===== src/design/dhpm_map.svh =====
// register map, field positions and timing counts of the host port master
// Behaviour
// - host drives register select to pick control, address or data register
// - port runs byte-wide, all data over an 8-bit two-way bus
// - read/write select is 1 for read, 0 for write, stable whole access
// - each access is two bytes, byte ident 0 then 1
// - port holds ready low while busy; host waits for ready high
// - chip select held low, address strobe and second strobe held high
// - host sets byte-order bit so first byte is least significant
// - host loads the address register before any data transfer
// - extended-address bit reaches upper address bits and enables increment
// - single writes for control/address, streamed transfers for data
// - address written once, then a contiguous block follows
// - read data sampled in the last phase of the strobe state
// - after each word, check transaction count, repeat or go idle
`ifndef DHPM_MAP_SVH
`define DHPM_MAP_SVH
// ****************************************
// wishbone register offsets (byte addresses)
// ****************************************
`define DHPM_CTRL_OFS 4'h0
`define DHPM_STAT_OFS 4'h4
`define DHPM_IMASK_OFS 4'h8
`define DHPM_SWORD_OFS 4'hc
// ****************************************
// field positions
// ****************************************
`define DHPM_CTRL_GO_BIT 0
`define DHPM_CTRL_RD_BIT 1
`define DHPM_CTRL_SNGL_BIT 2
`define DHPM_CTRL_SEL_LO 3
`define DHPM_CTRL_CNT_LO 16
`define DHPM_ST_DONE_BIT 0
`define DHPM_ST_PINT_BIT 1
`define DHPM_ST_BUSY_BIT 8
// ****************************************
// port register select codes
// ****************************************
`define DHPM_SEL_CONTROL 2'h0
`define DHPM_SEL_DATA_INC 2'h1
`define DHPM_SEL_ADDRESS 2'h2
`define DHPM_SEL_DATA 2'h3
// ****************************************
// timing: one phase lasts one 25 ns clock, longer than any port minimum
// ****************************************
`define DHPM_READ_DELAY_NS 10
`define DHPM_CLK_NS 25
`define DHPM_READ_DELAY_CYC \
   ((`DHPM_READ_DELAY_NS + `DHPM_CLK_NS - 1) / `DHPM_CLK_NS)
// cycles before the synchronised ready can reflect the last access
`define DHPM_RDY_SETTLE_CYC 3
`endif


===== src/design/dhpm_pkg.sv =====
// types of the host port master
package dhpm_pkg;
   typedef enum logic [2:0] {
      dhpm_idle = 3'b000,
      dhpm_setup = 3'b001,
      dhpm_strobe = 3'b010,
      dhpm_release = 3'b011,
      dhpm_check = 3'b100,
      dhpm_wait_rdy = 3'b101
   } dhpm_state_t;
endpackage : dhpm_pkg


===== src/design/dhpm_master.sv =====
// host-side master of the byte-wide processor host port, wishbone controlled
`timescale 1ns/100ps
`default_nettype none
`include "dhpm_map.svh"
module dhpm_master (
   input wire logic clk_i,
   input wire logic rst_i,
   // classic wishbone slave
   input wire logic cyc_i,
   input wire logic stb_i,
   input wire logic we_i,
   input wire logic [3:0] adr_i,
   input wire logic [3:0] sel_i,
   input wire logic [31:0] dat_i,
   output logic [31:0] dat_o,
   output logic ack_o,
   output logic irq_o,
   // write data stream in, read data stream out
   input wire logic [15:0] wr_data_i,
   input wire logic wr_valid_i,
   output logic wr_ready_o,
   output logic [15:0] rd_data_o,
   output logic rd_valid_o,
   input wire logic rd_ready_i,
   // processor host port pins
   output logic [1:0] register_select_o,
   output logic read_write_select_o,
   output logic data_strobe_n_o,
   output logic byte_ident_o,
   output logic port_chip_select_n_o,
   output logic address_strobe_n_o,
   output logic second_data_strobe_n_o,
   input wire logic [7:0] port_data_bus_i,
   output logic [7:0] port_data_bus_o,
   output logic port_data_bus_oe_n_o,
   input wire logic port_ready_n_i,
   input wire logic port_interrupt_n_i
);
   dhpm_pkg::dhpm_state_t state;
   logic [1:0] rdy_sync;
   logic [1:0] int_sync;
   logic [7:0] rd_sync0;
   logic [7:0] rd_sync1;
   logic int_seen_d;
   logic is_read;
   logic is_single;
   logic [1:0] sel_reg;
   logic [15:0] count;
   logic [15:0] word;
   logic phase;
   logic [1:0] sample_dly;
   logic [1:0] status;
   logic [1:0] imask;
   logic [15:0] sword;
   logic done_pulse;
   logic pint_pulse;
   logic wb_hit;
   logic go;
   logic busy;

   // ****************************************
   // pin synchronisers
   // ****************************************
   // ready and interrupt come from the processor clock domain
   always_ff @(posedge clk_i) begin
      if (rst_i) begin
         rdy_sync <= 2'h0;
         int_sync <= 2'h3;
         int_seen_d <= 1'b0;
      end else begin
         rdy_sync <= {rdy_sync[0], port_ready_n_i};
         int_sync <= {int_sync[0], port_interrupt_n_i};
         int_seen_d <= ~int_sync[1];
      end
   end
   // read data must settle before the sampling phase
   always_ff @(posedge clk_i) begin
      rd_sync0 <= port_data_bus_i;
      rd_sync1 <= rd_sync0;
   end
   // interrupt from processor reset or general use raises a status event
   assign pint_pulse = ~int_sync[1] & ~int_seen_d;

   // ****************************************
   // wishbone slave
   // ****************************************
   assign wb_hit = cyc_i & stb_i & ~ack_o;
   assign go = wb_hit & we_i & (adr_i == `DHPM_CTRL_OFS) & sel_i[0]
      & dat_i[`DHPM_CTRL_GO_BIT] & (state == dhpm_pkg::dhpm_idle);
   assign busy = (state != dhpm_pkg::dhpm_idle);

   // answer one cycle after the request, every address answers
   always_ff @(posedge clk_i) begin
      if (rst_i) begin
         ack_o <= 1'b0;
         dat_o <= 32'h0;
      end else begin
         ack_o <= wb_hit;
         dat_o <= 32'h0;
         if (wb_hit && !we_i) begin
            unique case (adr_i)
               `DHPM_CTRL_OFS: dat_o <= {count, 11'h0, sel_reg, is_single,
                  is_read, 1'b0};
               `DHPM_STAT_OFS: dat_o <= {23'h0, busy, 6'h0, status};
               `DHPM_IMASK_OFS: dat_o <= {30'h0, imask};
               `DHPM_SWORD_OFS: dat_o <= {16'h0, sword};
               default: dat_o <= 32'h0;
            endcase
         end
      end
   end

   always_ff @(posedge clk_i) begin
      if (rst_i) begin
         imask <= 2'h0;
         sword <= 16'h0;
      end else if (wb_hit && we_i) begin
         if (adr_i == `DHPM_IMASK_OFS && sel_i[0]) begin
            imask <= dat_i[1:0];
         end
         if (adr_i == `DHPM_SWORD_OFS) begin
            if (sel_i[0]) begin
               sword[7:0] <= dat_i[7:0];
            end
            if (sel_i[1]) begin
               sword[15:8] <= dat_i[15:8];
            end
         end
      end
   end

   // sticky status, set wins over write-one-to-clear
   always_ff @(posedge clk_i) begin
      if (rst_i) begin
         status <= 2'h0;
      end else begin
         for (int i = 0; i < 2; i++) begin
            if ((i == 0 && done_pulse) || (i == 1 && pint_pulse)) begin
               status[i] <= 1'b1;
            end else if (wb_hit && we_i && adr_i == `DHPM_STAT_OFS
                  && sel_i[0] && dat_i[i]) begin
               status[i] <= 1'b0;
            end
         end
      end
   end
   assign irq_o = |(status & imask);

   // ****************************************
   // transfer engine
   // ****************************************
   // fixed pins: chip select low, unused strobes high
   assign port_chip_select_n_o = 1'b0;
   assign address_strobe_n_o = 1'b1;
   assign second_data_strobe_n_o = 1'b1;
   // the write-stream ready is combinational; the stream source stalls the engine
   // the first word is taken with go, so the stream must hold data before go
   assign wr_ready_o = (go & ~dat_i[`DHPM_CTRL_SNGL_BIT]
      & ~dat_i[`DHPM_CTRL_RD_BIT])
      | ((state == dhpm_pkg::dhpm_check) & ~is_read & ~is_single & phase
      & (count != 16'h1));
   assign done_pulse = (state == dhpm_pkg::dhpm_check) & phase
      & (count == 16'h1) & (is_read ? (~rd_valid_o | rd_ready_i) : 1'b1);

   always_ff @(posedge clk_i) begin
      if (rst_i) begin
         state <= dhpm_pkg::dhpm_idle;
         is_read <= 1'b0;
         is_single <= 1'b0;
         sel_reg <= `DHPM_SEL_CONTROL;
         count <= 16'h0;
         word <= 16'h0;
         phase <= 1'b0;
         sample_dly <= 2'h0;
      end else begin
         unique case (state)
            dhpm_pkg::dhpm_idle: begin
               phase <= 1'b0;
               if (go) begin
                  // single writes carry control/address words, stream moves data
                  is_single <= dat_i[`DHPM_CTRL_SNGL_BIT];
                  is_read <= dat_i[`DHPM_CTRL_RD_BIT]
                     & ~dat_i[`DHPM_CTRL_SNGL_BIT];
                  sel_reg <= dat_i[`DHPM_CTRL_SEL_LO +: 2];
                  count <= (dat_i[`DHPM_CTRL_SNGL_BIT]
                     || dat_i[31:16] == 16'h0) ? 16'h1
                     : dat_i[`DHPM_CTRL_CNT_LO +: 16];
                  word <= dat_i[`DHPM_CTRL_SNGL_BIT] ? sword : wr_data_i;
                  sample_dly <= 2'(`DHPM_RDY_SETTLE_CYC);
                  state <= dhpm_pkg::dhpm_wait_rdy;
               end
            end
            dhpm_pkg::dhpm_wait_rdy: begin
               // busy shows late through the synchroniser, so let it settle
               if (sample_dly != 2'h0) begin
                  sample_dly <= sample_dly - 2'h1;
               end else if (rdy_sync[1]) begin
                  state <= dhpm_pkg::dhpm_setup;
               end
            end
            dhpm_pkg::dhpm_setup: begin
               // selects settle one phase before the strobe falls
               state <= dhpm_pkg::dhpm_strobe;
               // two extra phases cover the two-flop copy of the data bus
               sample_dly <= 2'(`DHPM_READ_DELAY_CYC + 2);
            end
            dhpm_pkg::dhpm_strobe: begin
               // read data is taken in a later phase than the strobe's
               if (sample_dly > 2'h1) begin
                  sample_dly <= sample_dly - 2'h1;
               end else begin
                  if (is_read) begin
                     if (phase) begin
                        word[15:8] <= rd_sync1;
                     end else begin
                        word[7:0] <= rd_sync1;
                     end
                  end
                  state <= dhpm_pkg::dhpm_release;
               end
            end
            dhpm_pkg::dhpm_release: begin
               // strobe rises here, closing the byte
               state <= dhpm_pkg::dhpm_check;
            end
            dhpm_pkg::dhpm_check: begin
               if (!phase) begin
                  phase <= 1'b1;
                  state <= dhpm_pkg::dhpm_setup;
               end else if (is_read ? (~rd_valid_o | rd_ready_i)
                     : (is_single | (count == 16'h1) | wr_valid_i)) begin
                  phase <= 1'b0;
                  if (count == 16'h1) begin
                     state <= dhpm_pkg::dhpm_idle;
                  end else begin
                     count <= count - 16'h1;
                     sample_dly <= 2'(`DHPM_RDY_SETTLE_CYC);
                     if (!is_read) begin
                        word <= wr_data_i;
                     end
                     state <= dhpm_pkg::dhpm_wait_rdy;
                  end
               end
            end
            default: state <= dhpm_pkg::dhpm_idle;
         endcase
      end
   end

   // read words leave through a one-word holding register
   always_ff @(posedge clk_i) begin
      if (rst_i) begin
         rd_valid_o <= 1'b0;
         rd_data_o <= 16'h0;
      end else if (state == dhpm_pkg::dhpm_check && phase && is_read
            && (!rd_valid_o || rd_ready_i)) begin
         rd_valid_o <= 1'b1;
         rd_data_o <= word;
      end else if (rd_ready_i) begin
         rd_valid_o <= 1'b0;
      end
   end

   // ****************************************
   // port pin drivers
   // ****************************************
   always_ff @(posedge clk_i) begin
      if (rst_i) begin
         data_strobe_n_o <= 1'b1;
         port_data_bus_oe_n_o <= 1'b1;
         port_data_bus_o <= 8'h0;
         register_select_o <= `DHPM_SEL_CONTROL;
         read_write_select_o <= 1'b1;
         byte_ident_o <= 1'b0;
      end else begin
         // strobe low only while in the strobe phase
         data_strobe_n_o <= ~((state == dhpm_pkg::dhpm_setup)
            | ((state == dhpm_pkg::dhpm_strobe) & (sample_dly > 2'h1)));
         if (state == dhpm_pkg::dhpm_wait_rdy
               || (state == dhpm_pkg::dhpm_check && !phase)) begin
            register_select_o <= sel_reg;
            read_write_select_o <= is_read;
            byte_ident_o <= (state == dhpm_pkg::dhpm_check);
         end
         // byte-wide bus: low byte first, driven only on writes
         port_data_bus_o <= (state == dhpm_pkg::dhpm_check && !phase)
            ? word[15:8] : (state == dhpm_pkg::dhpm_wait_rdy ? word[7:0]
            : port_data_bus_o);
         port_data_bus_oe_n_o <= ~(busy & ~is_read
            & (state != dhpm_pkg::dhpm_idle)
            & !(state == dhpm_pkg::dhpm_check && phase));
      end
   end
endmodule : dhpm_master
`default_nettype wire


===== config.mk =====
export PLATFORM = sky130hd
export DESIGN_NAME = dhpm_master
export DESIGN_NICKNAME = d
export VERILOG_FILES = /design/src/design/dhpm_pkg.sv /design/src/design/dhpm_master.sv
export VERILOG_INCLUDE_DIRS = /design/src /design/src/design
export SDC_FILE = /design/constraint.sdc
export NUM_CORES = 1
export LEC_CHECK = 0
export BUFFER_PORTS_ARGS = -buffer_cell sky130_fd_sc_hd__buf_2
export CAP_MARGIN = 20
export CORE_MARGIN = 1.5
export CORE_UTILIZATION = 40
export DETAILED_ROUTE_END_ITERATION = 10
export PLACE_DENSITY = 0.64
export SETUP_SLACK_MARGIN = 0.4
export SLEW_MARGIN = 25
export SYNTH_ARGS = -nofsm -noshare
export SYNTH_HDL_FRONTEND = slang
export SYNTH_SLANG_ARGS = --single-unit

===== constraint.sdc =====
create_clock -name clk_i -period 3.1 [get_ports clk_i]
set_clock_uncertainty 0.05 [all_clocks]
set_input_delay 0.31 -clock clk_i [delete_from_list [all_inputs] [get_ports clk_i]]
set_output_delay 0.31 -clock clk_i [all_outputs]
set_load 0.01 [all_outputs]

==> impl_metrics.py <==
metrics = {
    "worst_setup_path": {
        "cp.arrival_ns": 2.21,
        "startpoint_type": "register",
        "ff2ff_path_depth": 6,
        "r2r-start": "state[2]",
        "critPathKind": "reg -> out",
        "required_ns": 2.74,
        "r2r_slack_ns": 0.60,
        "reg2reg_to": "word[7]",
        "cp-end-kind": "output pin",
        "cp_max_fo": 9,
    },
    "layout": {
        "top_register": "dat_o",
        "diodes": 0,
        "final_core_util": 0.508,
        "syn2layout_area_growth_pct": 23.2,
        "layout-drive-gt1-share": 0.231,
        "multiInputGateArea_sq_um": 3100,
        "final_common_cell": "dfxtp_1",
        "register_area_sq_um": 2940,
        "nets": 940,
        "n_fill_cell": 1509,
        "largest_reg_flops": 32,
        "layout_common_cells": "147 x dfxtp_1, 136 x buf_2, 86 x nand2_1, 73 x a21oi_1, 55 x nor2_1",
        "stdcell_count": 1087,
    },
    "drt": {
        "via_per_inst": 5.41,
        "routed_wl_mm": 17.8,
        "ant_nets": 0,
        "vias": 5886,
        "drt_iter0_markers": 484,
        "first_pass_iters": 5,
        "drc": 0,
        "wl_per_cell_um": 16.4,
    },
    "clock_tree": {
        "htree_num_levels": 4,
        "clk_latency_ns": 0.43,
        "clkSinkCount": 147,
        "cts_tree": "yes",
        "clk_transition_reported_paths_ns": 0.06,
        "clk_path_buf_depth": 2,
        "postCtsSetupRepairBufs": 0,
        "cts_root_buffer": "clkbuf_16",
        "cts_made_buffers": 17,
    },
    "min_path": {
        "hold_start": "port_interrupt_n_i",
        "hold_path_end": "int_sync[0]",
        "hp-class": "in -> reg",
        "min_path_cells": 2,
    },
    "sta": {
        "layout_worst_path_cycle_share": 0.828,
        "max_slew_margin": 0.360,
        "fin_tns_setup_ns": 0,
        "rsz0062_at_grt": "no",
        "max_freq_mhz": 390,
        "setup_viol": 0,
        "drv_slew": 0,
        "hold_viol_final": 0,
        "tightest_slew_ns": 0.961,
        "finalCriticalPeriod_ns": 2.57,
        "whs_ns": 0.0258,
    },
    "die": {
        "start_util": 0.412,
        "fp.dieH_um": 129,
        "ios": 142,
        "die_x_um": 129,
        "rows": 45,
        "core_sq_um": 15300,
        "design.die.area_sq_um": 16500,
    },
    "power_and_ir_drop": {
        "pwr_density_cell_nw_per_um2": 918,
        "ir_drop_mv": 0.533,
        "p_total_uw": 7140,
        "p_leak_uw": 0.00325,
    },
    "job": {
        "drv_cap": 0,
    },
    "synthesis": {
        "ys.flop_type": "dfxtp_1",
        "async_flop_share": 0,
        "synth_area_leaders": "dfxtp_1 47%, a21oi_1 5.8%, nand2_1 5.1%, mux2i_1 3.8%, and2_1 3.6%",
        "synth_edf_count": 0,
        "ys_warn_count": 0,
        "synthDistinctLibCells": 67,
        "yosysTopAreaCell": "dfxtp_1",
        "synthCells": 738,
        "ys_seq_area_frac": 0.466,
        "ys_ff_latch": 147,
        "synth.avg_cell_area_sq_um": 8.55,
        "synth_top_area_frac": 0.466,
        "synthesis.area_sq_um": 6310,
    },
    "global_routing": {
        "use_met2": 0.318,
        "antenna_found_initial": 0,
        "grt_pass1_vias": 5348,
        "grt_use_met1": 0.316,
        "grtUsageMet3": 0.0486,
        "grt_first_pass_wirelength_mm": 28.2,
        "track_usage": 0.218,
        "top_usage_layer": "met2",
        "grt_max_degree": 89,
        "grt-ovfl-total": 0,
    },
    "place": {
        "place_congestion": 0.926,
        "port_buffers": 136,
        "post-dp-hpwl_mm": 12.5,
        "placed_cells": 1047,
    },
    "run_status": {
        "outcome": "complete, no violations",
    },
}
-- what timing repair did --
action / in CTS / in global routing
hold buffers: 8 / 0
resized for setup: 0 / 1
endpoints found under the hold margin: 8 / 0
endpoints found under the setup margin: 0 / 1
-- report_power, final --
| part | internal [uW] | switching [uW] |
|---|---|---|
| combinational | 1080 | 1750 |
| sequential | 2160 | 274 |
| clock | 1050 | 832 |
| total | 4290 | 2850 |
-- metal layers --
layer	part of all wire	routed length (um)
met4	0.018	323
met5	0	0
met3	0.068	1220
met2	0.43	7630
met1	0.48	8640
-- cell type report --
class,instances,share of cell area
clock inverter,14,0.0130
sequential,147,0.378
inverter,8,0.00386
clock buffer,18,0.0565
tap,211,0.0339
timing repair buffer,162,0.115
multi-input combinational,527,0.399
-- critical path, stage by stage, from the launching register on --
cell,delay (ns)
dfxtp_1,0.39
nor4_1,0.48
and4_2,0.43
nor3_1,0.07
a22o_1,0.27
buf_2,0.14
-- stage by stage --
| stage | worst slack [ns] | area [sq um] |
|---|---|---|
| global placement | 0.682 | 7160 |
| global route | 0.400 | 7780 |
| detailed placement | 0.679 | 7160 |
| floorplan | 0.937 | 6320 |
| finish | 0.533 | 7780 |
| CTS | 0.482 | 7780 |
-- synthesized netlist by cell type, types with 5 or more instances --
master,count
o31ai_1,8
a311oi_1,9
nor3_1,44
nand2_1,86
nand3_1,29
inv_1,7
o22ai_1,5
a211oi_1,20
nor2_1,55
and3_1,11
a21oi_1,73
a221o_1,7
a22oi_1,8
dfxtp_1,147
or4_1,6
clkbuf_1,47
o21ai_0,14
or3_1,5
nor4_1,8
nand2b_1,7
and2_1,36
nor2b_1,5
mux2i_1,24
-- worst max-delay path by stage --
stage	slack, ns	to	start
2_1_floorplan	0.94	count[15]	count[6]
3_3_place_gp	0.68	count[11]	adr_i[1]
3_5_place_dp	0.68	count[11]	adr_i[1]
4_1_cts	0.48	wr_ready_o	count[3]
5_1_grt	0.40	wr_ready_o	count[3]
6_report	0.53	wr_ready_o	count[3]
-- logic make-up after synthesis --
family / after synthesis / share of synthesized area
AOI/OAI and AO/OA: 178 / 0.187
and+or+nand+nor: 316 / 0.254
muxes: 25 / 0.0398
other: 2 / 0.00119
adders and majority gates: 4 / 0.00793
buffers and inverters: 65 / 0.0428
xor gates and xnor gates: 1 / 0.00139
DFF: 147 / 0.466
No activity file was read; power rests on OpenSTA's default activity.
